### src/hdl/sync_line_pkg.sv
/*
  Shared constants for the synchronous line datapath: register map,
  field positions, reset values, CRC constants and state encodings.
  Assumes a 32-bit AHB-Lite register bus, one word per register.
*/
package sync_line_pkg;
  localparam int SILO_DEPTH = 64;

  // register byte offsets
  localparam logic [7:0] ADDR_TX_DATA = 8'h00;
  localparam logic [7:0] ADDR_RX_DATA = 8'h04;
  localparam logic [7:0] ADDR_RX_CTRL = 8'h08;
  localparam logic [7:0] ADDR_CTRL = 8'h0c;
  localparam logic [7:0] ADDR_STATUS = 8'h10;
  localparam logic [7:0] ADDR_SYNC = 8'h14;

  // transmit silo word: char in [7:0]
  localparam int TXW_START = 8;
  localparam int TXW_END = 9;
  // receive_control_register fields
  localparam int RXC_MATCH = 0;
  localparam int RXC_BLKEND = 1;
  localparam int RXC_READY = 4;
  localparam int RXC_ACTIVE = 6;
  // control register: 1 selects bit_oriented_mode
  localparam int CTRL_MODE = 0;
  // status register fields
  localparam int ST_TX_FULL = 0;
  localparam int ST_TX_EMPTY = 1;
  localparam int ST_RTS = 2;
  localparam int ST_TX_BUSY = 3;
  localparam int ST_RX_OVERRUN = 4;

  localparam logic CTRL_MODE_RESET = 1'b0;
  localparam logic [7:0] SYNC_RESET = 8'h96;
  localparam logic [7:0] FLAG_PATTERN = 8'h7e;
  localparam logic [1:0] BYTE_SYNC_NEED = 2'h2;
  localparam logic [1:0] BIT_FLAG_NEED = 2'h1;

  // reflected forms of x16+x15+x2+1 and x16+x12+x5+1
  localparam logic [15:0] CRC16_POLY_REFL = 16'ha001;
  localparam logic [15:0] CCITT_POLY_REFL = 16'h8408;
  localparam logic [15:0] CRC16_PRESET = 16'h0000;
  localparam logic [15:0] CCITT_PRESET = 16'hffff;
  // octal 016417, in normal bit order
  localparam logic [15:0] CCITT_GOOD_RESIDUE = 16'h1d0f;
  localparam logic [3:0] CHECK_BITS_LAST = 4'hf;
  localparam logic [2:0] CHAR_BITS_LAST = 3'h7;
  localparam logic [3:0] CRC_FEED_BITS = 4'h8;

  // link pin index in the synchroniser bank
  localparam int LNK_TXC = 0;
  localparam int LNK_RXC = 1;
  localparam int LNK_RXD = 2;
  localparam int LNK_CTS = 3;
  localparam int LNK_DSR = 4;
  localparam int LINK_W = 5;

  typedef enum logic [1:0] {
    TX_IDLE = 2'b00,
    TX_WAIT = 2'b01,
    TX_DATA = 2'b10,
    TX_CHECK = 2'b11
  } tx_state_e;

  typedef enum logic [1:0] {
    RX_HUNT = 2'b00,
    RX_ALIGN = 2'b01,
    RX_ACTIVE = 2'b10
  } rx_state_e;
endpackage : sync_line_pkg

### src/hdl/crc16_serial.sv
/*
  Bit-serial 16-stage CRC register, reflected form, LSB-first data.
  Assumes the caller pulses init, feed or shift for one clock each.
*/
`timescale 1ns/1ns
module crc16_serial
  import sync_line_pkg::*;
(
  // clock and reset
  input wire logic clock,
  input wire logic rstn,
  // control
  input wire logic bit_mode,
  input wire logic init,
  input wire logic feed,
  input wire logic din,
  input wire logic shift,
  // state
  output logic [15:0] crc_r
);
  logic [15:0] base;
  logic [15:0] poly;
  logic [15:0] crc_nxt;

  always_comb
  begin
    base = init ? (bit_mode ? CCITT_PRESET : CRC16_PRESET) : crc_r;
    poly = bit_mode ? CCITT_POLY_REFL : CRC16_POLY_REFL;
    if (feed)
      crc_nxt = (base >> 1) ^ ((base[0] ^ din) ? poly : 16'h0000);
    else if (shift)
      crc_nxt = base >> 1;
    else
      crc_nxt = base;
  end

  always_ff @(posedge clock or negedge rstn)
  begin
    if (!rstn)
      crc_r <= 16'h0000;
    else if (init || feed || shift)
      crc_r <= crc_nxt;
  end

  property p_crc_preset;
    @(posedge clock) disable iff (!rstn)
    (init && !feed && !shift) |=> (crc_r == ($past(bit_mode) ? CCITT_PRESET : CRC16_PRESET));
  endproperty
  a_crc_preset: assert property (p_crc_preset) else $error("crc preset wrong");

  property p_crc_step;
    @(posedge clock) disable iff (!rstn)
    (feed && !init && bit_mode) |=> (crc_r[15] == ($past(crc_r[0]) ^ $past(din)));
  endproperty
  a_crc_step: assert property (p_crc_step) else $error("ccitt step wrong");
endmodule : crc16_serial

### src/hdl/sync_line_silo_crc_datapath.sv
/*
  Synchronous line datapath: transmit silo, serialiser with automatic
  request-to-send and check word, receive deserialiser with sync/flag
  hunt, receive CRC check and receive silo, AHB-Lite register slave.
  Assumes a zero-wait AHB-Lite master and modem pins asynchronous to
  clock, with link clocks at least eight times slower than clock.
*/
// Functional notes
// - 64-deep transmit silo, written by software, never read back.
// - start and end markers travel in the silo with each character.
// - any character at silo output raises request-to-send automatically.
// - serialising starts only once clear-to-send and data-set-ready are true.
// - characters sent with the start marker are kept out of the CRC.
// - CRC covers first character without start marker and all later ones.
// - end marker makes the check word follow the last data character.
// - characters after an end marker start a fresh CRC.
// - 64-deep receive silo, filled by receiver, reads pop it.
// - activate after two syncs in byte mode, one flag in bit mode.
// - each received data character enters the silo unless it is full, then feeds the CRC.
// - receive control shows receiver active in bit 6, ready in bit 4.
// - ready shows again for every further character in the silo.
// - bit 0 of receive control is the check match flag.
// - bit mode sets block end in bit 1 together with a match.
// - both CRC registers have 16 stages, set up by mode.
// - bit mode uses generator x16 + x12 + x5 + 1.
// - byte mode uses generator x16 + x15 + x2 + 1.
// - byte mode clears CRC at message start, sends it unmodified.
// - byte mode match only on zero remainder; software samples at end.
// - bit mode presets transmit CRC to ones, sends it complemented.
// - bit mode presets receive CRC to ones, good remainder octal 016417.
// - bit mode uses flags with CCITT CRC, byte mode 8-bit with CRC-16.
// - serial line data is synchronous, least significant bit first.
`timescale 1ns/1ns
module sync_line_silo_crc_datapath
  import sync_line_pkg::*;
#(
  parameter int DEPTH = SILO_DEPTH
)
(
  // clock and reset
  input wire logic clock,
  input wire logic rstn,
  // ahb-lite slave
  input wire logic hsel,
  input wire logic [31:0] haddr,
  input wire logic [1:0] htrans,
  input wire logic hwrite,
  input wire logic [2:0] hsize,
  input wire logic [31:0] hwdata,
  input wire logic hready,
  output logic hreadyout,
  output logic hresp,
  output logic [31:0] hrdata,
  // modem side
  input wire logic tx_clk_pin,
  input wire logic rx_clk_pin,
  input wire logic rxd_pin,
  input wire logic cts_pin,
  input wire logic dsr_pin,
  output logic txd,
  output logic rts
);
  import sync_line_pkg::*;
  localparam int AW = $clog2(DEPTH);

  // pin synchronisers and filtered levels
  logic [LINK_W-1:0] s1_r, s2_r, s3_r, lvl_r, lvl_d_r;
  always_ff @(posedge clock or negedge rstn)
  begin
    if (!rstn)
    begin
      s1_r <= '0;
      s2_r <= '0;
      s3_r <= '0;
      lvl_r <= '0;
      lvl_d_r <= '0;
    end
    else
    begin
      s1_r <= {dsr_pin, cts_pin, rxd_pin, rx_clk_pin, tx_clk_pin};
      s2_r <= s1_r;
      s3_r <= s2_r;
      // a change counts only once two stages agree
      lvl_r <= (s2_r & s3_r) | (lvl_r & (s2_r ^ s3_r));
      lvl_d_r <= lvl_r;
    end
  end
  logic tx_fall, rx_rise, modem_ok;
  assign tx_fall = lvl_d_r[LNK_TXC] & ~lvl_r[LNK_TXC];
  assign rx_rise = ~lvl_d_r[LNK_RXC] & lvl_r[LNK_RXC];
  assign modem_ok = lvl_r[LNK_CTS] & lvl_r[LNK_DSR];

  // bus slave, zero wait states
  logic ap_take, ap_hit, wr_pend_r;
  logic [7:0] wr_addr_r;
  logic [31:0] rd_val;
  assign ap_take = hsel & hready & htrans[1];
  assign ap_hit = (haddr[31:8] == 24'h000000) && (hsize == 3'b010);
  assign hreadyout = 1'b1;
  assign hresp = 1'b0;
  always_ff @(posedge clock or negedge rstn)
  begin
    if (!rstn)
    begin
      wr_pend_r <= 1'b0;
      wr_addr_r <= 8'h00;
    end
    else
    begin
      wr_pend_r <= ap_take & hwrite & ap_hit;
      wr_addr_r <= haddr[7:0];
    end
  end
  logic wr_tx, wr_rxc, wr_ctrl, wr_stat, wr_sync;
  assign wr_tx = wr_pend_r && wr_addr_r == ADDR_TX_DATA;
  assign wr_rxc = wr_pend_r && wr_addr_r == ADDR_RX_CTRL;
  assign wr_ctrl = wr_pend_r && wr_addr_r == ADDR_CTRL;
  assign wr_stat = wr_pend_r && wr_addr_r == ADDR_STATUS;
  assign wr_sync = wr_pend_r && wr_addr_r == ADDR_SYNC;

  logic mode_r;
  logic [7:0] sync_r;
  always_ff @(posedge clock or negedge rstn)
  begin
    if (!rstn)
    begin
      mode_r <= CTRL_MODE_RESET;
      sync_r <= SYNC_RESET;
    end
    else
    begin
      if (wr_ctrl)
        mode_r <= hwdata[CTRL_MODE];
      if (wr_sync)
        sync_r <= hwdata[7:0];
    end
  end

  // transmit silo
  logic [9:0] tx_mem [DEPTH];
  logic [AW:0] tx_wp_r, tx_rp_r, tx_count;
  logic [9:0] head;
  logic tx_empty, tx_full, tx_pop;
  assign tx_count = tx_wp_r - tx_rp_r;
  assign tx_empty = tx_count == '0;
  assign tx_full = tx_count[AW];
  assign head = tx_mem[tx_rp_r[AW-1:0]];
  always_ff @(posedge clock)
  begin
    if (wr_tx && !tx_full)
      tx_mem[tx_wp_r[AW-1:0]] <= hwdata[9:0];
  end
  always_ff @(posedge clock or negedge rstn)
  begin
    if (!rstn)
    begin
      tx_wp_r <= '0;
      tx_rp_r <= '0;
    end
    else
    begin
      // write-only; writes to a full silo are dropped
      if (wr_tx && !tx_full)
        tx_wp_r <= tx_wp_r + 1'b1;
      if (tx_pop)
        tx_rp_r <= tx_rp_r + 1'b1;
    end
  end

  // transmitter
  tx_state_e tx_state_r;
  logic [6:0] tx_sh_r;
  logic [3:0] tx_left_r;
  logic cur_start_r, cur_eom_r, fresh_r;
  logic need_char, tx_init, tx_feed, tx_din, tx_shift, chk_bit;
  logic [15:0] tx_crc;
  assign need_char = tx_fall && tx_left_r == 4'h0
    && ((tx_state_r == TX_DATA && !cur_eom_r) || tx_state_r == TX_CHECK);
  assign tx_pop = need_char & !tx_empty;
  // fresh CRC at message start and after every check word
  assign tx_init = tx_pop & (fresh_r | head[TXW_START]);
  assign tx_feed = (tx_pop & !head[TXW_START])
    | (tx_fall && tx_state_r == TX_DATA && tx_left_r != 4'h0 && !cur_start_r);
  assign tx_din = tx_pop ? head[0] : tx_sh_r[0];
  assign tx_shift = tx_fall && ((tx_state_r == TX_DATA && tx_left_r == 4'h0 && cur_eom_r)
    || (tx_state_r == TX_CHECK && tx_left_r != 4'h0));
  // complement in bit mode; unmodified in byte mode
  assign chk_bit = tx_crc[0] ^ mode_r;

  crc16_serial u_tx_crc (
    .clock(clock),
    .rstn(rstn),
    .bit_mode(mode_r),
    .init(tx_init),
    .feed(tx_feed),
    .din(tx_din),
    .shift(tx_shift),
    .crc_r(tx_crc)
  );

  always_ff @(posedge clock or negedge rstn)
  begin
    if (!rstn)
    begin
      tx_state_r <= TX_IDLE;
      tx_sh_r <= 7'h00;
      tx_left_r <= 4'h0;
      cur_start_r <= 1'b0;
      cur_eom_r <= 1'b0;
      fresh_r <= 1'b1;
      txd <= 1'b1;
      rts <= 1'b0;
    end
    else if (tx_pop)
    begin
      tx_state_r <= TX_DATA;
      txd <= head[0];
      tx_sh_r <= head[7:1];
      tx_left_r <= {1'b0, CHAR_BITS_LAST};
      cur_start_r <= head[TXW_START];
      cur_eom_r <= head[TXW_END];
      fresh_r <= 1'b0;
    end
    else
    begin
      unique case (tx_state_r)
        TX_IDLE:
        begin
          // request-to-send raised by silo contents alone
          if (!tx_empty)
          begin
            tx_state_r <= TX_WAIT;
            rts <= 1'b1;
          end
        end
        TX_WAIT:
        begin
          if (modem_ok)
          begin
            tx_state_r <= TX_DATA;
            tx_left_r <= 4'h0;
            cur_eom_r <= 1'b0;
            fresh_r <= 1'b1;
          end
        end
        TX_DATA:
        begin
          if (tx_fall)
          begin
            if (tx_left_r != 4'h0)
            begin
              txd <= tx_sh_r[0];
              tx_sh_r <= tx_sh_r >> 1;
              tx_left_r <= tx_left_r - 4'h1;
            end
            else if (cur_eom_r)
            begin
              tx_state_r <= TX_CHECK;
              txd <= chk_bit;
              tx_left_r <= CHECK_BITS_LAST;
              fresh_r <= 1'b1;
            end
            else
              // underrun: idle mark while waiting for more data
              txd <= 1'b1;
          end
        end
        TX_CHECK:
        begin
          if (tx_fall)
          begin
            if (tx_left_r != 4'h0)
            begin
              txd <= chk_bit;
              tx_left_r <= tx_left_r - 4'h1;
            end
            else
            begin
              tx_state_r <= TX_IDLE;
              txd <= 1'b1;
              rts <= 1'b0;
            end
          end
        end
      endcase
    end
  end

  // receiver
  rx_state_e rx_state_r;
  logic [7:0] win_r, win_nxt, pattern;
  logic [2:0] bitc_r;
  logic [1:0] nsync_r, need;
  logic rx_got, rx_close, byte_end;
  assign win_nxt = {lvl_r[LNK_RXD], win_r[7:1]};
  assign pattern = mode_r ? FLAG_PATTERN : sync_r;
  assign need = mode_r ? BIT_FLAG_NEED : BYTE_SYNC_NEED;
  assign byte_end = rx_rise && bitc_r == CHAR_BITS_LAST;
  assign rx_got = byte_end
    && ((rx_state_r == RX_ALIGN && win_nxt != pattern && nsync_r >= need)
    || (rx_state_r == RX_ACTIVE && !(mode_r && win_nxt == FLAG_PATTERN)));
  assign rx_close = byte_end && rx_state_r == RX_ACTIVE && mode_r && win_nxt == FLAG_PATTERN;

  always_ff @(posedge clock or negedge rstn)
  begin
    if (!rstn)
    begin
      rx_state_r <= RX_HUNT;
      win_r <= 8'h00;
      bitc_r <= 3'h0;
      nsync_r <= 2'h0;
    end
    else if (wr_rxc)
      // software write restarts the hunt
      rx_state_r <= RX_HUNT;
    else if (rx_rise)
    begin
      win_r <= win_nxt;
      bitc_r <= bitc_r + 3'h1;
      unique case (rx_state_r)
        RX_HUNT:
        begin
          if (win_nxt == pattern)
          begin
            rx_state_r <= RX_ALIGN;
            nsync_r <= 2'h1;
            bitc_r <= 3'h0;
          end
        end
        RX_ALIGN:
        begin
          if (byte_end)
          begin
            if (win_nxt == pattern)
              nsync_r <= (nsync_r == 2'h3) ? nsync_r : nsync_r + 2'h1;
            else if (nsync_r >= need)
              rx_state_r <= RX_ACTIVE;
            else
              rx_state_r <= RX_HUNT;
          end
        end
        RX_ACTIVE:
        begin
          if (rx_close)
          begin
            rx_state_r <= RX_ALIGN;
            nsync_r <= 2'h1;
          end
        end
        default: rx_state_r <= RX_HUNT;
      endcase
    end
  end

  // byte-wide CRC feed, one bit per clock after each character
  logic [7:0] cf_sh_r;
  logic [3:0] cf_left_r;
  logic cf_first_r, cf_done_r, rx_feed;
  logic [15:0] rx_crc, rx_crc_rev;
  assign rx_feed = cf_left_r != 4'h0;
  always_ff @(posedge clock or negedge rstn)
  begin
    if (!rstn)
    begin
      cf_sh_r <= 8'h00;
      cf_left_r <= 4'h0;
      cf_first_r <= 1'b0;
      cf_done_r <= 1'b0;
    end
    else
    begin
      cf_done_r <= cf_left_r == 4'h1;
      if (rx_got)
      begin
        cf_sh_r <= win_nxt;
        cf_left_r <= CRC_FEED_BITS;
        cf_first_r <= rx_state_r == RX_ALIGN;
      end
      else if (rx_feed)
      begin
        cf_sh_r <= cf_sh_r >> 1;
        cf_left_r <= cf_left_r - 4'h1;
        cf_first_r <= 1'b0;
      end
    end
  end

  // receive CRC preset by mode at first character
  crc16_serial u_rx_crc (
    .clock(clock),
    .rstn(rstn),
    .bit_mode(mode_r),
    .init(rx_feed & cf_first_r),
    .feed(rx_feed),
    .din(cf_sh_r[0]),
    .shift(1'b0),
    .crc_r(rx_crc)
  );
  assign rx_crc_rev = {<<{rx_crc}};

  // receive silo
  logic [7:0] rx_mem [DEPTH];
  logic [AW:0] rx_wp_r, rx_rp_r, rx_count;
  logic rx_full, rx_pop, rx_push;
  assign rx_count = rx_wp_r - rx_rp_r;
  assign rx_full = rx_count[AW];
  assign rx_push = rx_got & !rx_full;
  // each read of the data register advances a non-empty silo
  assign rx_pop = ap_take && !hwrite && ap_hit && haddr[7:0] == ADDR_RX_DATA
    && rx_count != '0;
  always_ff @(posedge clock)
  begin
    if (rx_push)
      rx_mem[rx_wp_r[AW-1:0]] <= win_nxt;
  end

  logic match_r, blkend_r, overrun_r;
  always_ff @(posedge clock or negedge rstn)
  begin
    if (!rstn)
    begin
      rx_wp_r <= '0;
      rx_rp_r <= '0;
      match_r <= 1'b0;
      blkend_r <= 1'b0;
      overrun_r <= 1'b0;
    end
    else
    begin
      if (rx_push)
        rx_wp_r <= rx_wp_r + 1'b1;
      if (rx_pop)
        rx_rp_r <= rx_rp_r + 1'b1;
      if (wr_rxc)
        match_r <= 1'b0;
      else if (cf_done_r)
        match_r <= mode_r ? (rx_crc_rev == CCITT_GOOD_RESIDUE) : (rx_crc == CRC16_PRESET);
      if (rx_close)
        blkend_r <= match_r;
      else if (wr_rxc || (rx_got && rx_state_r == RX_ALIGN))
        blkend_r <= 1'b0;
      // set wins over a write-one clear
      if (rx_got && rx_full)
        overrun_r <= 1'b1;
      else if (wr_stat && hwdata[ST_RX_OVERRUN])
        overrun_r <= 1'b0;
    end
  end

  // read mux, registered into the data phase
  always_comb
  begin
    rd_val = 32'h00000000;
    unique case (haddr[7:0])
      ADDR_RX_DATA: rd_val[7:0] = rx_mem[rx_rp_r[AW-1:0]];
      ADDR_RX_CTRL:
      begin
        rd_val[RXC_ACTIVE] = rx_state_r == RX_ACTIVE;
        rd_val[RXC_READY] = rx_count != '0;
        rd_val[RXC_BLKEND] = blkend_r;
        rd_val[RXC_MATCH] = match_r;
      end
      ADDR_CTRL: rd_val[CTRL_MODE] = mode_r;
      ADDR_STATUS:
      begin
        rd_val[ST_TX_FULL] = tx_full;
        rd_val[ST_TX_EMPTY] = tx_empty;
        rd_val[ST_RTS] = rts;
        rd_val[ST_TX_BUSY] = tx_state_r != TX_IDLE;
        rd_val[ST_RX_OVERRUN] = overrun_r;
      end
      ADDR_SYNC: rd_val[7:0] = sync_r;
      default: rd_val = 32'h00000000;
    endcase
    if (!ap_hit)
      rd_val = 32'h00000000;
  end
  always_ff @(posedge clock or negedge rstn)
  begin
    if (!rstn)
      hrdata <= 32'h00000000;
    else if (ap_take && !hwrite)
      hrdata <= rd_val;
  end

  property p_tx_depth;
    @(posedge clock) disable iff (!rstn)
    (wr_tx && tx_full && !tx_pop) |=> (tx_count == $past(tx_count));
  endproperty
  a_tx_depth: assert property (p_tx_depth) else $error("full silo accepted a write");

  property p_rts_auto;
    @(posedge clock) disable iff (!rstn)
    (tx_state_r == TX_IDLE && !tx_empty) |=> (rts && tx_state_r == TX_WAIT);
  endproperty
  a_rts_auto: assert property (p_rts_auto) else $error("rts not raised");

  property p_modem_gate;
    @(posedge clock) disable iff (!rstn)
    (tx_state_r == TX_WAIT ##1 tx_state_r == TX_DATA) |-> $past(modem_ok);
  endproperty
  a_modem_gate: assert property (p_modem_gate) else $error("sent without cts/dsr");

  property p_start_excluded;
    @(posedge clock) disable iff (!rstn)
    (tx_fall && tx_state_r == TX_DATA && cur_start_r && !tx_pop) |-> !tx_feed;
  endproperty
  a_start_excluded: assert property (p_start_excluded) else $error("start char in crc");

  property p_check_after_eom;
    @(posedge clock) disable iff (!rstn)
    $rose(tx_state_r == TX_CHECK) |-> $past(cur_eom_r) && $past(tx_left_r) == 4'h0;
  endproperty
  a_check_after_eom: assert property (p_check_after_eom) else $error("check word misplaced");

  property p_check_bit;
    @(posedge clock) disable iff (!rstn)
    (tx_fall && tx_state_r == TX_CHECK && tx_left_r != 4'h0)
      |=> txd == ($past(tx_crc[0]) ^ $past(mode_r));
  endproperty
  a_check_bit: assert property (p_check_bit) else $error("check bit polarity");

  property p_rx_pop;
    @(posedge clock) disable iff (!rstn)
    (rx_pop && !rx_push) |=> rx_count == $past(rx_count) - 1'b1;
  endproperty
  a_rx_pop: assert property (p_rx_pop) else $error("read did not advance silo");

  property p_byte_match;
    @(posedge clock) disable iff (!rstn)
    (cf_done_r && !mode_r && !wr_rxc) |=> match_r == ($past(rx_crc) == 16'h0000);
  endproperty
  a_byte_match: assert property (p_byte_match) else $error("byte mode match wrong");

  property p_active_syncs;
    @(posedge clock) disable iff (!rstn)
    (rx_got && rx_state_r == RX_ALIGN) |-> nsync_r >= (mode_r ? 2'h1 : 2'h2);
  endproperty
  a_active_syncs: assert property (p_active_syncs) else $error("active too early");
endmodule : sync_line_silo_crc_datapath

### config.mk
export PLATFORM = sky130hd
export DESIGN_NAME = sync_line_silo_crc_datapath
export DESIGN_NICKNAME = d
export VERILOG_FILES = /design/src/hdl/sync_line_pkg.sv /design/src/hdl/crc16_serial.sv /design/src/hdl/sync_line_silo_crc_datapath.sv
export SDC_FILE = /design/constraint.sdc
export NUM_CORES = 1
export LEC_CHECK = 0
export ABC_AREA = 0
export BUFFER_PORTS_ARGS = -buffer_cell sky130_fd_sc_hd__buf_4
export CORE_MARGIN = 2
export CORE_UTILIZATION = 40
export CTS_CLUSTER_SIZE = 16
export DETAILED_ROUTE_END_ITERATION = 6
export GPL_ROUTABILITY_DRIVEN = 0
export SLEW_MARGIN = 10
export SYNTH_ARGS = -nofsm -noshare
export SYNTH_HDL_FRONTEND = slang
export SYNTH_SLANG_ARGS = --single-unit
### constraint.sdc
create_clock -name clock -period 6.9 [get_ports clock]
set_input_delay 1.38 -clock clock [delete_from_list [all_inputs] [get_ports clock]]
set_output_delay 1.38 -clock clock [all_outputs]
set_load 0.01 [all_outputs]
; Word-level counts from Yosys, hierarchy flattened
; Memories as Yosys holds them, arrays and structs flattened.
; Cells that the tools add are included.
[word_totals]
ramBits = 1152
input_bits = 79
n_memories = 2
word_cells = 294
ff_bits = 182
[classes]
n_bitwise = 27
n_mux = 92
reduce_logical = 84
n_lt_le_gt_ge = 1
n_addsub = 10
n_eq_ne = 43
[memory_table]
columns = memory, depth, width, read_ports, rd_clocked_by_memory_dff, wr, line
row1 = tx_mem, 64, 10, 1, 0, 1, sync_line_silo_crc_datapath.sv:140  ; logic [9:0] tx_mem [DEPTH];
row2 = rx_mem, 64, 8, 1, 0, 1, sync_line_silo_crc_datapath.sv:402  ; logic [7:0] rx_mem [DEPTH];
[op_table]
columns = operator, count
row1 = 2-to-1 mux 16 bit, 8
row2 = 2-to-1 mux 2 bit, 19
row3 = 2-to-1 mux 4 bit, 9
row4 = logical AND 1 bit, 33
row5 = "inequality test 3 bit, second input constant", 11
row6 = "== test 8 x 4 -> 1 bit, second input constant", 4
row7 = "== test 8 x 5 -> 1 bit, second input constant", 4
row8 = 2-to-1 mux 8 bit, 4
row9 = bitwise XOR 15 x 16 -> 16 bit, 2
row10 = 2-to-1 mux 1 bit, 31
row11 = "adder 7 x 1 -> 7 bit, second input constant", 4
row12 = 2-to-1 mux 7 bit, 4
row13 = logical NOT 24 bit, 1
row14 = nonzero test 2 bit, 12
row15 = one-hot mux 2 bit (3 select lines), 3
row16 = "== test 16 x 13 -> 1 bit, second input constant", 1
row17 = logical NOT 16 bit, 1
row18 = AND reduction 5 bit, 3
row19 = 2-to-1 mux 14 bit, 1
row20 = "inequality test 2 bit, second input constant", 7
row21 = subtractor 7 bit, 2
row22 = AND 1 bit, 12
row23 = one-hot mux 4 bit (3 select lines), 1
row24 = nonzero test 4 bit, 3
row25 = other kinds (41), 77

; Depth between registers and ports, before layout
; Gate-level depths: netlist (run 1).
[logic_depth]
ltp_word = 11
ltp_mapped = 17
mapped_depth_nobuf = 11

; Hierarchy
; From an unflattened synthesis (run 1), not the netlist that was laid out.
[unflattened]
cells_unflattened = 2856
hier_area_um2 = 52836.9
[by_module_without_submodules]
columns = mod, seq_area_each_um2, area_per_inst_um2, n_inst, cells_each
row1 = sync_line_silo_crc_datapath, 37728.7, 50855.0, 1, 2644
row2 = crc16_serial, 400.4, 991.0, 2, 106

; Worst setup path before layout (run 1)
; OpenSTA, ideal clock, no wires.
[synth_path]
path_type = register -> register
startpoint = reg tx_rp_r[1]
endpoint = mem tx_mem[57][0], enable pin
setup_time_ns = 0.376
period_less_slack_ns = 4.365
slack_ns = 2.535
path_stages_with_launch = 17
arrival_time_ns = 3.989
required_ns = 6.524
cell_sequence = dfrtp_1 -> buf_2 -> buf_2 -> buf_2 -> clkbuf_1 -> clkbuf_1 -> inv_1 -> ha_1 -> nand2b_1 -> a21o_1 -> a21oi_1 -> a21oi_1 -> xnor2_1 -> nor4_1 -> nor2b_1 -> nand3b_1 -> nor2_1
[synth_between]
elab_chain_cells = 5
[synth_lines]
columns = element, line
row1 = start: declaration, sync_line_silo_crc_datapath.sv:141  ; logic [AW:0] tx_wp_r, tx_rp_r, tx_count;
row2 = start signal: assignment, sync_line_silo_crc_datapath.sv:166  ; tx_rp_r <= tx_rp_r + 1'b1;
row3 = subtractor 7 bit, sync_line_silo_crc_datapath.sv:144  ; assign tx_count = tx_wp_r - tx_rp_r;
row4 = logical NOT 1 bit, sync_line_silo_crc_datapath.sv:150  ; if (wr_tx && !tx_full)
row5 = logical AND 1 bit, sync_line_silo_crc_datapath.sv:150
row6 = 2-to-1 mux 1 bit, sync_line_silo_crc_datapath.sv:150
row7 = 2-to-1 mux 1 bit (not written as such), sync_line_silo_crc_datapath.sv:151  ; tx_mem[tx_wp_r[AW-1:0]] <= hwdata[9:0];
row8 = end: declaration, sync_line_silo_crc_datapath.sv:140
; No other way between the ends.

; Worst setup path in the final report (run 1)
[layout_path]
startpoint = reg tx_rp_r[1]
endpoint = mem tx_mem[32][0], enable pin
; Same word-level chain as after synthesis.

==> impl_metrics.env, run 1 <==
export IMPL_final_period_utilization_pct=72.7
export IMPL_path_cells="inv_1, ha_1, nand2b_1, a21o_1, a21oi_1, a21oi_1, xnor2_1, nor4_1, buf_4, nor2b_1, nand2_1, nor2_1"
export IMPL_p_per_area_nw_per_um2=287
export IMPL_status="finished clean"
export IMPL_hold_viol=0
export IMPL_netlist_area_um2=52700
export IMPL_hold_class="reg -> reg"
export IMPL_wire_per_inst_um=25.0
export IMPL_grt_usage_pct=17.5
export IMPL_slew_headroom_pct=19.3
export IMPL_clock_sinks=1309
export IMPL_synthCells=2704
export IMPL_nets=2947
export IMPL_maxSlewViolCount=0
export IMPL_grt_max_degree=107
export IMPL_clockBufferDepth=3
export IMPL_hold_buffers=0
export IMPL_ir_worst_vdd_mv=0.263
export IMPL_io_pins=115
export IMPL_drtPass1Iterations=5
export IMPL_holdPathStages=0
export IMPL_wl_mm=117
export IMPL_gr_total_overflow=0
export IMPL_skew_ns=0.0218
export IMPL_synth_edff_count=1152
export IMPL_finalCriticalPeriod_ns=5.02
export IMPL_crit_path_start_kind="flop"
export IMPL_h_tree_depth=4
export IMPL_drv_cap=0
export IMPL_cts_repair_resized=0
export IMPL_synth_ff_latch_count=1309
export IMPL_die_w_um=367
export IMPL_die_y_um=367
export IMPL_worstSkewPairLatency_ns=0.77
export IMPL_root_buffer="clkbuf_16"
export IMPL_rows=133
export IMPL_fin_util_pct=45.3
export IMPL_crit_path_end_kind="flop"
export IMPL_max_freq_mhz=199
export IMPL_ys_flop_type="edfxtp_1"
export IMPL_fin_setup_tns_ns=0
export IMPL_wl_met3_mm=5.91
export IMPL_ys_async_sr_fraction_pct=12.0
export IMPL_clk_pin_slew_worst_paths_ns=0.06
export IMPL_vias=25600
export IMPL_finalPower_mw=17.1
export IMPL_initial_utilization_pct=40.2
export IMPL_setup_viol=0
export IMPL_dp_final_hpwl_mm=72.9
export IMPL_post_cts_buffers=0
export IMPL_die_area_um2=135000
export IMPL_via_per_inst=5.46
export IMPL_placed_area_um2=55200
export IMPL_cp_max_fo=51
export IMPL_fin_area_um2=59500
export IMPL_syn_to_final_growth_pct=12.8
export IMPL_drive_above_1_share_pct=24.9
export IMPL_rr_worst_depth=12
export IMPL_ys_types=69
export IMPL_rsz0062_at_grt="false"
export IMPL_drc_errors=0
export IMPL_highest_layer="met4"
export IMPL_port_buffers=65
export IMPL_avgSynthCellArea_um2=19.5
export IMPL_worst_slew_pin_slew_ns=1.21
export IMPL_cts_tree="built"
export IMPL_core_um2=131000
export IMPL_wl_met2_mm=60.7
export IMPL_cpMostUsedCell="a21oi_1"
export IMPL_wl_met1_mm=48.1
export IMPL_ys_warn_count=0
export IMPL_ys_seq_area_share_pct=73.1
export IMPL_power_leakage_nw=19.3
export IMPL_criticalPathCategory="reg -> reg"
export IMPL_crit_path_top_delay_cell="nor2_1"
export IMPL_critPathArrivalTime_ns=5.40
export IMPL_drtIter0Drc=2248
export IMPL_grt_pass1_wl_mm=176
export IMPL_ant_nets=0
export IMPL_antenna_diode_count=0
export IMPL_slowest_delay_ns=0.97
export IMPL_cts_buffers=134
export IMPL_grt_pass1_vias=26600
export IMPL_crit_required_ns=7.28
export IMPL_antenna_found_initial=0
## synth_stat cells (12+ instances only)
| master | number | area [um2] |
|---|---|---|
| xnor2_1 | 32 | 280 |
| ha_1 | 35 | 438 |
| mux2_2 | 17 | 191 |
| buf_4 | 30 | 225 |
| o21ai_0 | 54 | 270 |
| inv_1 | 28 | 105 |
| nor4_1 | 12 | 75.1 |
| clkbuf_1 | 68 | 255 |
| xor2_1 | 12 | 105 |
| nor2_1 | 197 | 739 |
| nand2_1 | 121 | 454 |
| nand2b_1 | 13 | 81.3 |
| nor3_1 | 19 | 95.1 |
| edfxtp_1 | 1152 | 34600 |
| mux2i_1 | 37 | 370 |
| dfrtp_1 | 151 | 3780 |
| a21oi_1 | 65 | 325 |
| buf_1 | 31 | 116 |
| a31oi_1 | 15 | 93.8 |
| mux4_2 | 364 | 8200 |
| nand3_1 | 28 | 140 |
| nor2b_1 | 13 | 81.3 |
| nand4_1 | 20 | 125 |
| buf_2 | 19 | 95.1 |
## worst max-delay path: cells and delay by family (launching register included)
kind	cells	cell delay, ns
AND/OR/NAND/NOR	5	2.33
AO/OA/AOI/OAI	3	0.44
buffers and inverters	2	0.37
adder cells (fa/ha/maj)	1	0.33
flip-flops	1	0.94
XOR/XNOR	1	0.23
## worst paths after layout
kind                             from             to  slack (ns)
max                        tx_rp_r[1]  tx_mem[32][0]        1.88
min                           s1_r[4]        s2_r[4]        0.35
max reg2reg                tx_rp_r[1]  tx_mem[32][0]        1.88
min reg2reg                   s1_r[4]        s2_r[4]        0.35
max in group asynchronous        rstn     tx_rp_r[0]        4.80
min in group asynchronous        rstn        s1_r[3]        0.74
## power by group
part | total, mW | internal [mW] | leakage, nW | switching (mW)
combinational | 0.683 | 0.182 | 4.78 | 0.500
clock | 7.09 | 4.06 | 2.10 | 3.03
sequential | 9.29 | 9.05 | 12.5 | 0.245
total | 17.1 | 13.3 | 19.3 | 3.77
## cells in the final DEF (no fill, tap or decap), types with 7 or more instances in the layout
cell,n
mux4_2,364
nand2_1,121
clkbuf_1,33
nand4_1,20
inv_1,27
a21oi_1,65
edfxtp_1,1152
nor4_1,12
dfrtp_1,139
clkbuf_8,9
nor2_1,197
bufinv_16,8
clkinv_2,13
o21ai_0,54
xor2_1,12
mux2i_1,37
buf_4,127
clkbuf_16,136
xnor2_1,32
or2_2,7
nor2b_1,13
nand2b_1,13
nand3_1,28
a21o_1,11
conb_1,26
dfrtp_2,8
clkinv_1,25
a221oi_1,7
and3_1,7
nor3_1,19
a22o_1,9
ha_1,35
o21ai_1,11
and2_1,10
a22oi_1,9
a31oi_1,15
nand3b_1,9
mux2_2,17
## per-stage QoR
| step | hold slack [ns] | setup slack, ns | cells |
|---|---|---|---|
| 6_report | 0.351 | 1.88 | 4693 |
| 3_3_place_gp | 0.337 | 1.99 | 4452 |
| 5_1_grt | 0.366 | 1.64 | 4693 |
| 4_1_cts | 0.356 | 1.81 | 4693 |
| 3_5_place_dp | 0.337 | 1.87 | 4452 |
| 2_1_floorplan | 0.331 | 2.53 | 2728 |
## cells by family (layout without fill, tap and decap cells)
logic type / Yosys count / count (layout) / share of synthesized area, %
adders and majority gates: 35 / 35 / 0.831
xor gates and xnor gates: 44 / 44 / 0.731
buffers and inverters: 192 / 402 / 1.84
other: 2 / 26 / 0.0143
and+or+nand+nor: 487 / 487 / 4.28
muxes: 418 / 418 / 16.6
AOI/OAI and AO/OA: 217 / 217 / 2.57
DFF: 1309 / 1309 / 73.1
## state kept, by name (all words and copies together), names as in the netlist, 3 cells and up
register,count
hrdata,8
tx_rp_r,7
sync_r,8
wr_addr_r,8
win_r,7
rx_rp_r,7
s3_r,5
tx_sh_r,7
cf_sh_r,8
tx_left_r,4
lvl_r,5
rx_wp_r,7
cf_left_r,4
bitc_r,3
u_rx_crc.crc_r,16
u_tx_crc.crc_r,16
s1_r,5
s2_r,5
rx_mem,512
tx_wp_r,7
tx_mem,640
## routing by layer
metal  track usage (%)  vias up
li1                  -    11200
met1              22.9    13600
met2              29.9      688
met3              3.03      166
met4              5.32        0
met5                 0        -
## cell type report
type                       count  area [um2]
clock buffer                 178        3650
clock inverter                63         656
tap                         1755        2200
sequential                  1309       38600
fill                       11000       71700
inverter                      31         116
multi-input combinational   1227       13300
timing repair buffer         130        1000
Power figures use the tool's default switching activity.
==> run 2, diff against run 1 <==
Clock period 6.9 ns to 5.2 ns, I/O delays scaled along.
==> run 2 against run 1 <==
Sequential power rose by 31%. Clock power rose by 36%. Sequential cell count did not move. Routed wire length fell by 0.91%. Final area rose by 0.64%. Die area did not move. Fmax rose by 14%. First-iteration DRC count fell by 6.0%. Non-clock buffer count rose by 26. Combinational power rose by 57%. Critical path type unchanged. Critical endpoint is now rx_mem[0][5]. Largest cell class unchanged.
==> impl_metrics.env, run 2 (synthesis results as in run 1) <==
export IMPL_rows=133
export IMPL_grt_pass1_wl_mm=175
export IMPL_grt_usage_pct=17.3
export IMPL_grtUsageMet2_pct=30.1
export IMPL_fin_setup_tns_ns=0
export IMPL_grt_max_degree=108
export IMPL_setup_viol=0
export IMPL_drtPass1Iterations=5
export IMPL_max_freq_mhz=226
export IMPL_largest_register_ff_count=640
export IMPL_clock_sinks=1309
export IMPL_rsz0062_at_grt="false"
export IMPL_nFillCells=11100
export IMPL_drc_errors=0
export IMPL_ir_worst_vdd_mv=0.364
export IMPL_drtIter0Drc=2112
export IMPL_wire_per_inst_um=24.6
export IMPL_crit_path_end_kind="flop"
export IMPL_h_tree_depth=4
export IMPL_antenna_found_initial=1
export IMPL_use_met1_pct=22.5
export IMPL_cp_max_fo=27
export IMPL_die_w_um=367
export IMPL_final_period_utilization_pct=85.0
export IMPL_cts_buffers=138
export IMPL_r2r_end="rx_mem[0][5]"
export IMPL_via_per_inst=5.48
export IMPL_rr_startpoint="rx_rp_r[1]"
export IMPL_layout_commonest_cell="edfxtp_1"
export IMPL_criticalPathCategory="reg -> reg"
export IMPL_final_cell_mix="edfxtp_1 (1152), mux4_2 (364), nor2_1 (197), buf_4 (151), clkbuf_16 (143)"
export IMPL_root_buffer="clkbuf_16"
export IMPL_drive_above_1_share_pct=26.0
export IMPL_port_buffers=65
export IMPL_worst_slew_pin_slew_ns=1.13
export IMPL_die_area_um2=135000
export IMPL_gr_total_overflow=0
export IMPL_finalPower_mw=22.9
export IMPL_ant_nets=0
export IMPL_hold_class="in -> async"
export IMPL_syn_to_final_growth_pct=13.6
export IMPL_drv_cap=0
export IMPL_crit_required_ns=5.56
export IMPL_p_per_area_nw_per_um2=382
export IMPL_wl_mm=116
export IMPL_critPathArrivalTime_ns=4.78
export IMPL_io_pins=115
export IMPL_die_y_um=367
export IMPL_finalCriticalPeriod_ns=4.42
export IMPL_place_inst=4478
export IMPL_antenna_diode_count=0
export IMPL_vias=25900
export IMPL_grt_most_used_layer="met2"
export IMPL_status="finished clean"
export IMPL_power_leakage_nw=19.6
export IMPL_dp_final_hpwl_mm=71.8
export IMPL_maxSlewViolCount=0
export IMPL_hold_viol=0
export IMPL_hold_buffers=0
export IMPL_initial_utilization_pct=40.2
export IMPL_final_cells=4724
export IMPL_slew_headroom_pct=24.3
export IMPL_clk_pin_slew_worst_paths_ns=0.06
export IMPL_nets=2977
export IMPL_fin_util_pct=45.6
export IMPL_clockBufferDepth=3
export IMPL_r2r_slack_ns=0.78
export IMPL_skew_ns=0.0372
export IMPL_post_cts_buffers=0
export IMPL_crit_path_start_kind="flop"
export IMPL_grt_pass1_vias=26800
export IMPL_worstSkewPairLatency_ns=0.75
export IMPL_cts_tree="built"
export IMPL_rr_worst_depth=11
export IMPL_core_um2=131000
export IMPL_cts_repair_resized=0
export IMPL_grt_use_met3_pct=2.86
-- run 2: changes by cell type in the layout (fill, tap and decap cells not counted), moves of 5 or more --
cell / change
buf_4: +24
clkbuf_1: -14
clkinv_2: +8
clkbuf_16: +7
clkinv_1: +5
inv_16: -5
-- run 2: area by class of cell --
cell class,count,area [um2],area share (%)
Timing Repair Buffer,156,1220,2.05
Clock buffer,170,3740,6.25
Sequential cell,1309,38600,64.4
Tap cell,1755,2200,3.67
Clock inverter,76,723,1.21
Inverter,31,116,0.194
Multi-Input combinational cell,1227,13300,22.2
-- run 2: routing by layer --
| metal | up-vias | wire, um |
|---|---|---|
| li1 | 11200 | - |
| met1 | 13800 | 47700 |
| met2 | 723 | 60700 |
| met3 | 165 | 5530 |
| met4 | 2 | 2510 |
| met5 | - | 13 |
-- run 2: through the flow --
step / instance area [um2] / setup WS [ns] / hold slack, ns
4_1_cts: 59800 / 0.778 / 0.294
6_report: 59800 / 0.781 / 0.289
5_1_grt: 59800 / 0.418 / 0.334
3_5_place_dp: 55400 / 0.797 / 0.340
3_3_place_gp: 55400 / 0.817 / 0.336
2_1_floorplan: 52800 / 0.835 / 0.331
-- run 2: how the worst max path moves through the flow --
stage,startpoint,to,cells past startpoint
after floorplan,tx_rp_r[1],tx_mem[57][0],16
after global placement,tx_rp_r[1],tx_mem[12][3],11
after detailed placement,tx_rp_r[1],tx_mem[44][5],11
after CTS,tx_rp_r[1],tx_mem[60][7],11
after global routing,rx_rp_r[1],rx_mem[17][4],11
final,rx_rp_r[1],rx_mem[0][5],11
-- run 2: worst max-delay path, stage by stage (launching register included) --
cell      delay (ns)
dfrtp_4         0.68
inv_1           0.11
ha_1            0.31
nor2b_1         0.14
o21a_1          0.16
o21ai_0         0.25
a21oi_1         0.13
xnor2_1         0.47
nand2b_1        0.23
nor2_1          0.25
nand2_1         0.50
nor2_1          0.82
-- run 2: power by group --
part | internal, mW | switching, mW | total (mW) | leakage (nW)
combinational | 0.243 | 0.826 | 1.07 | 4.92
sequential | 12.0 | 0.146 | 12.2 | 12.5
clock | 5.67 | 3.97 | 9.64 | 2.19
total | 17.9 | 4.95 | 22.9 | 19.6
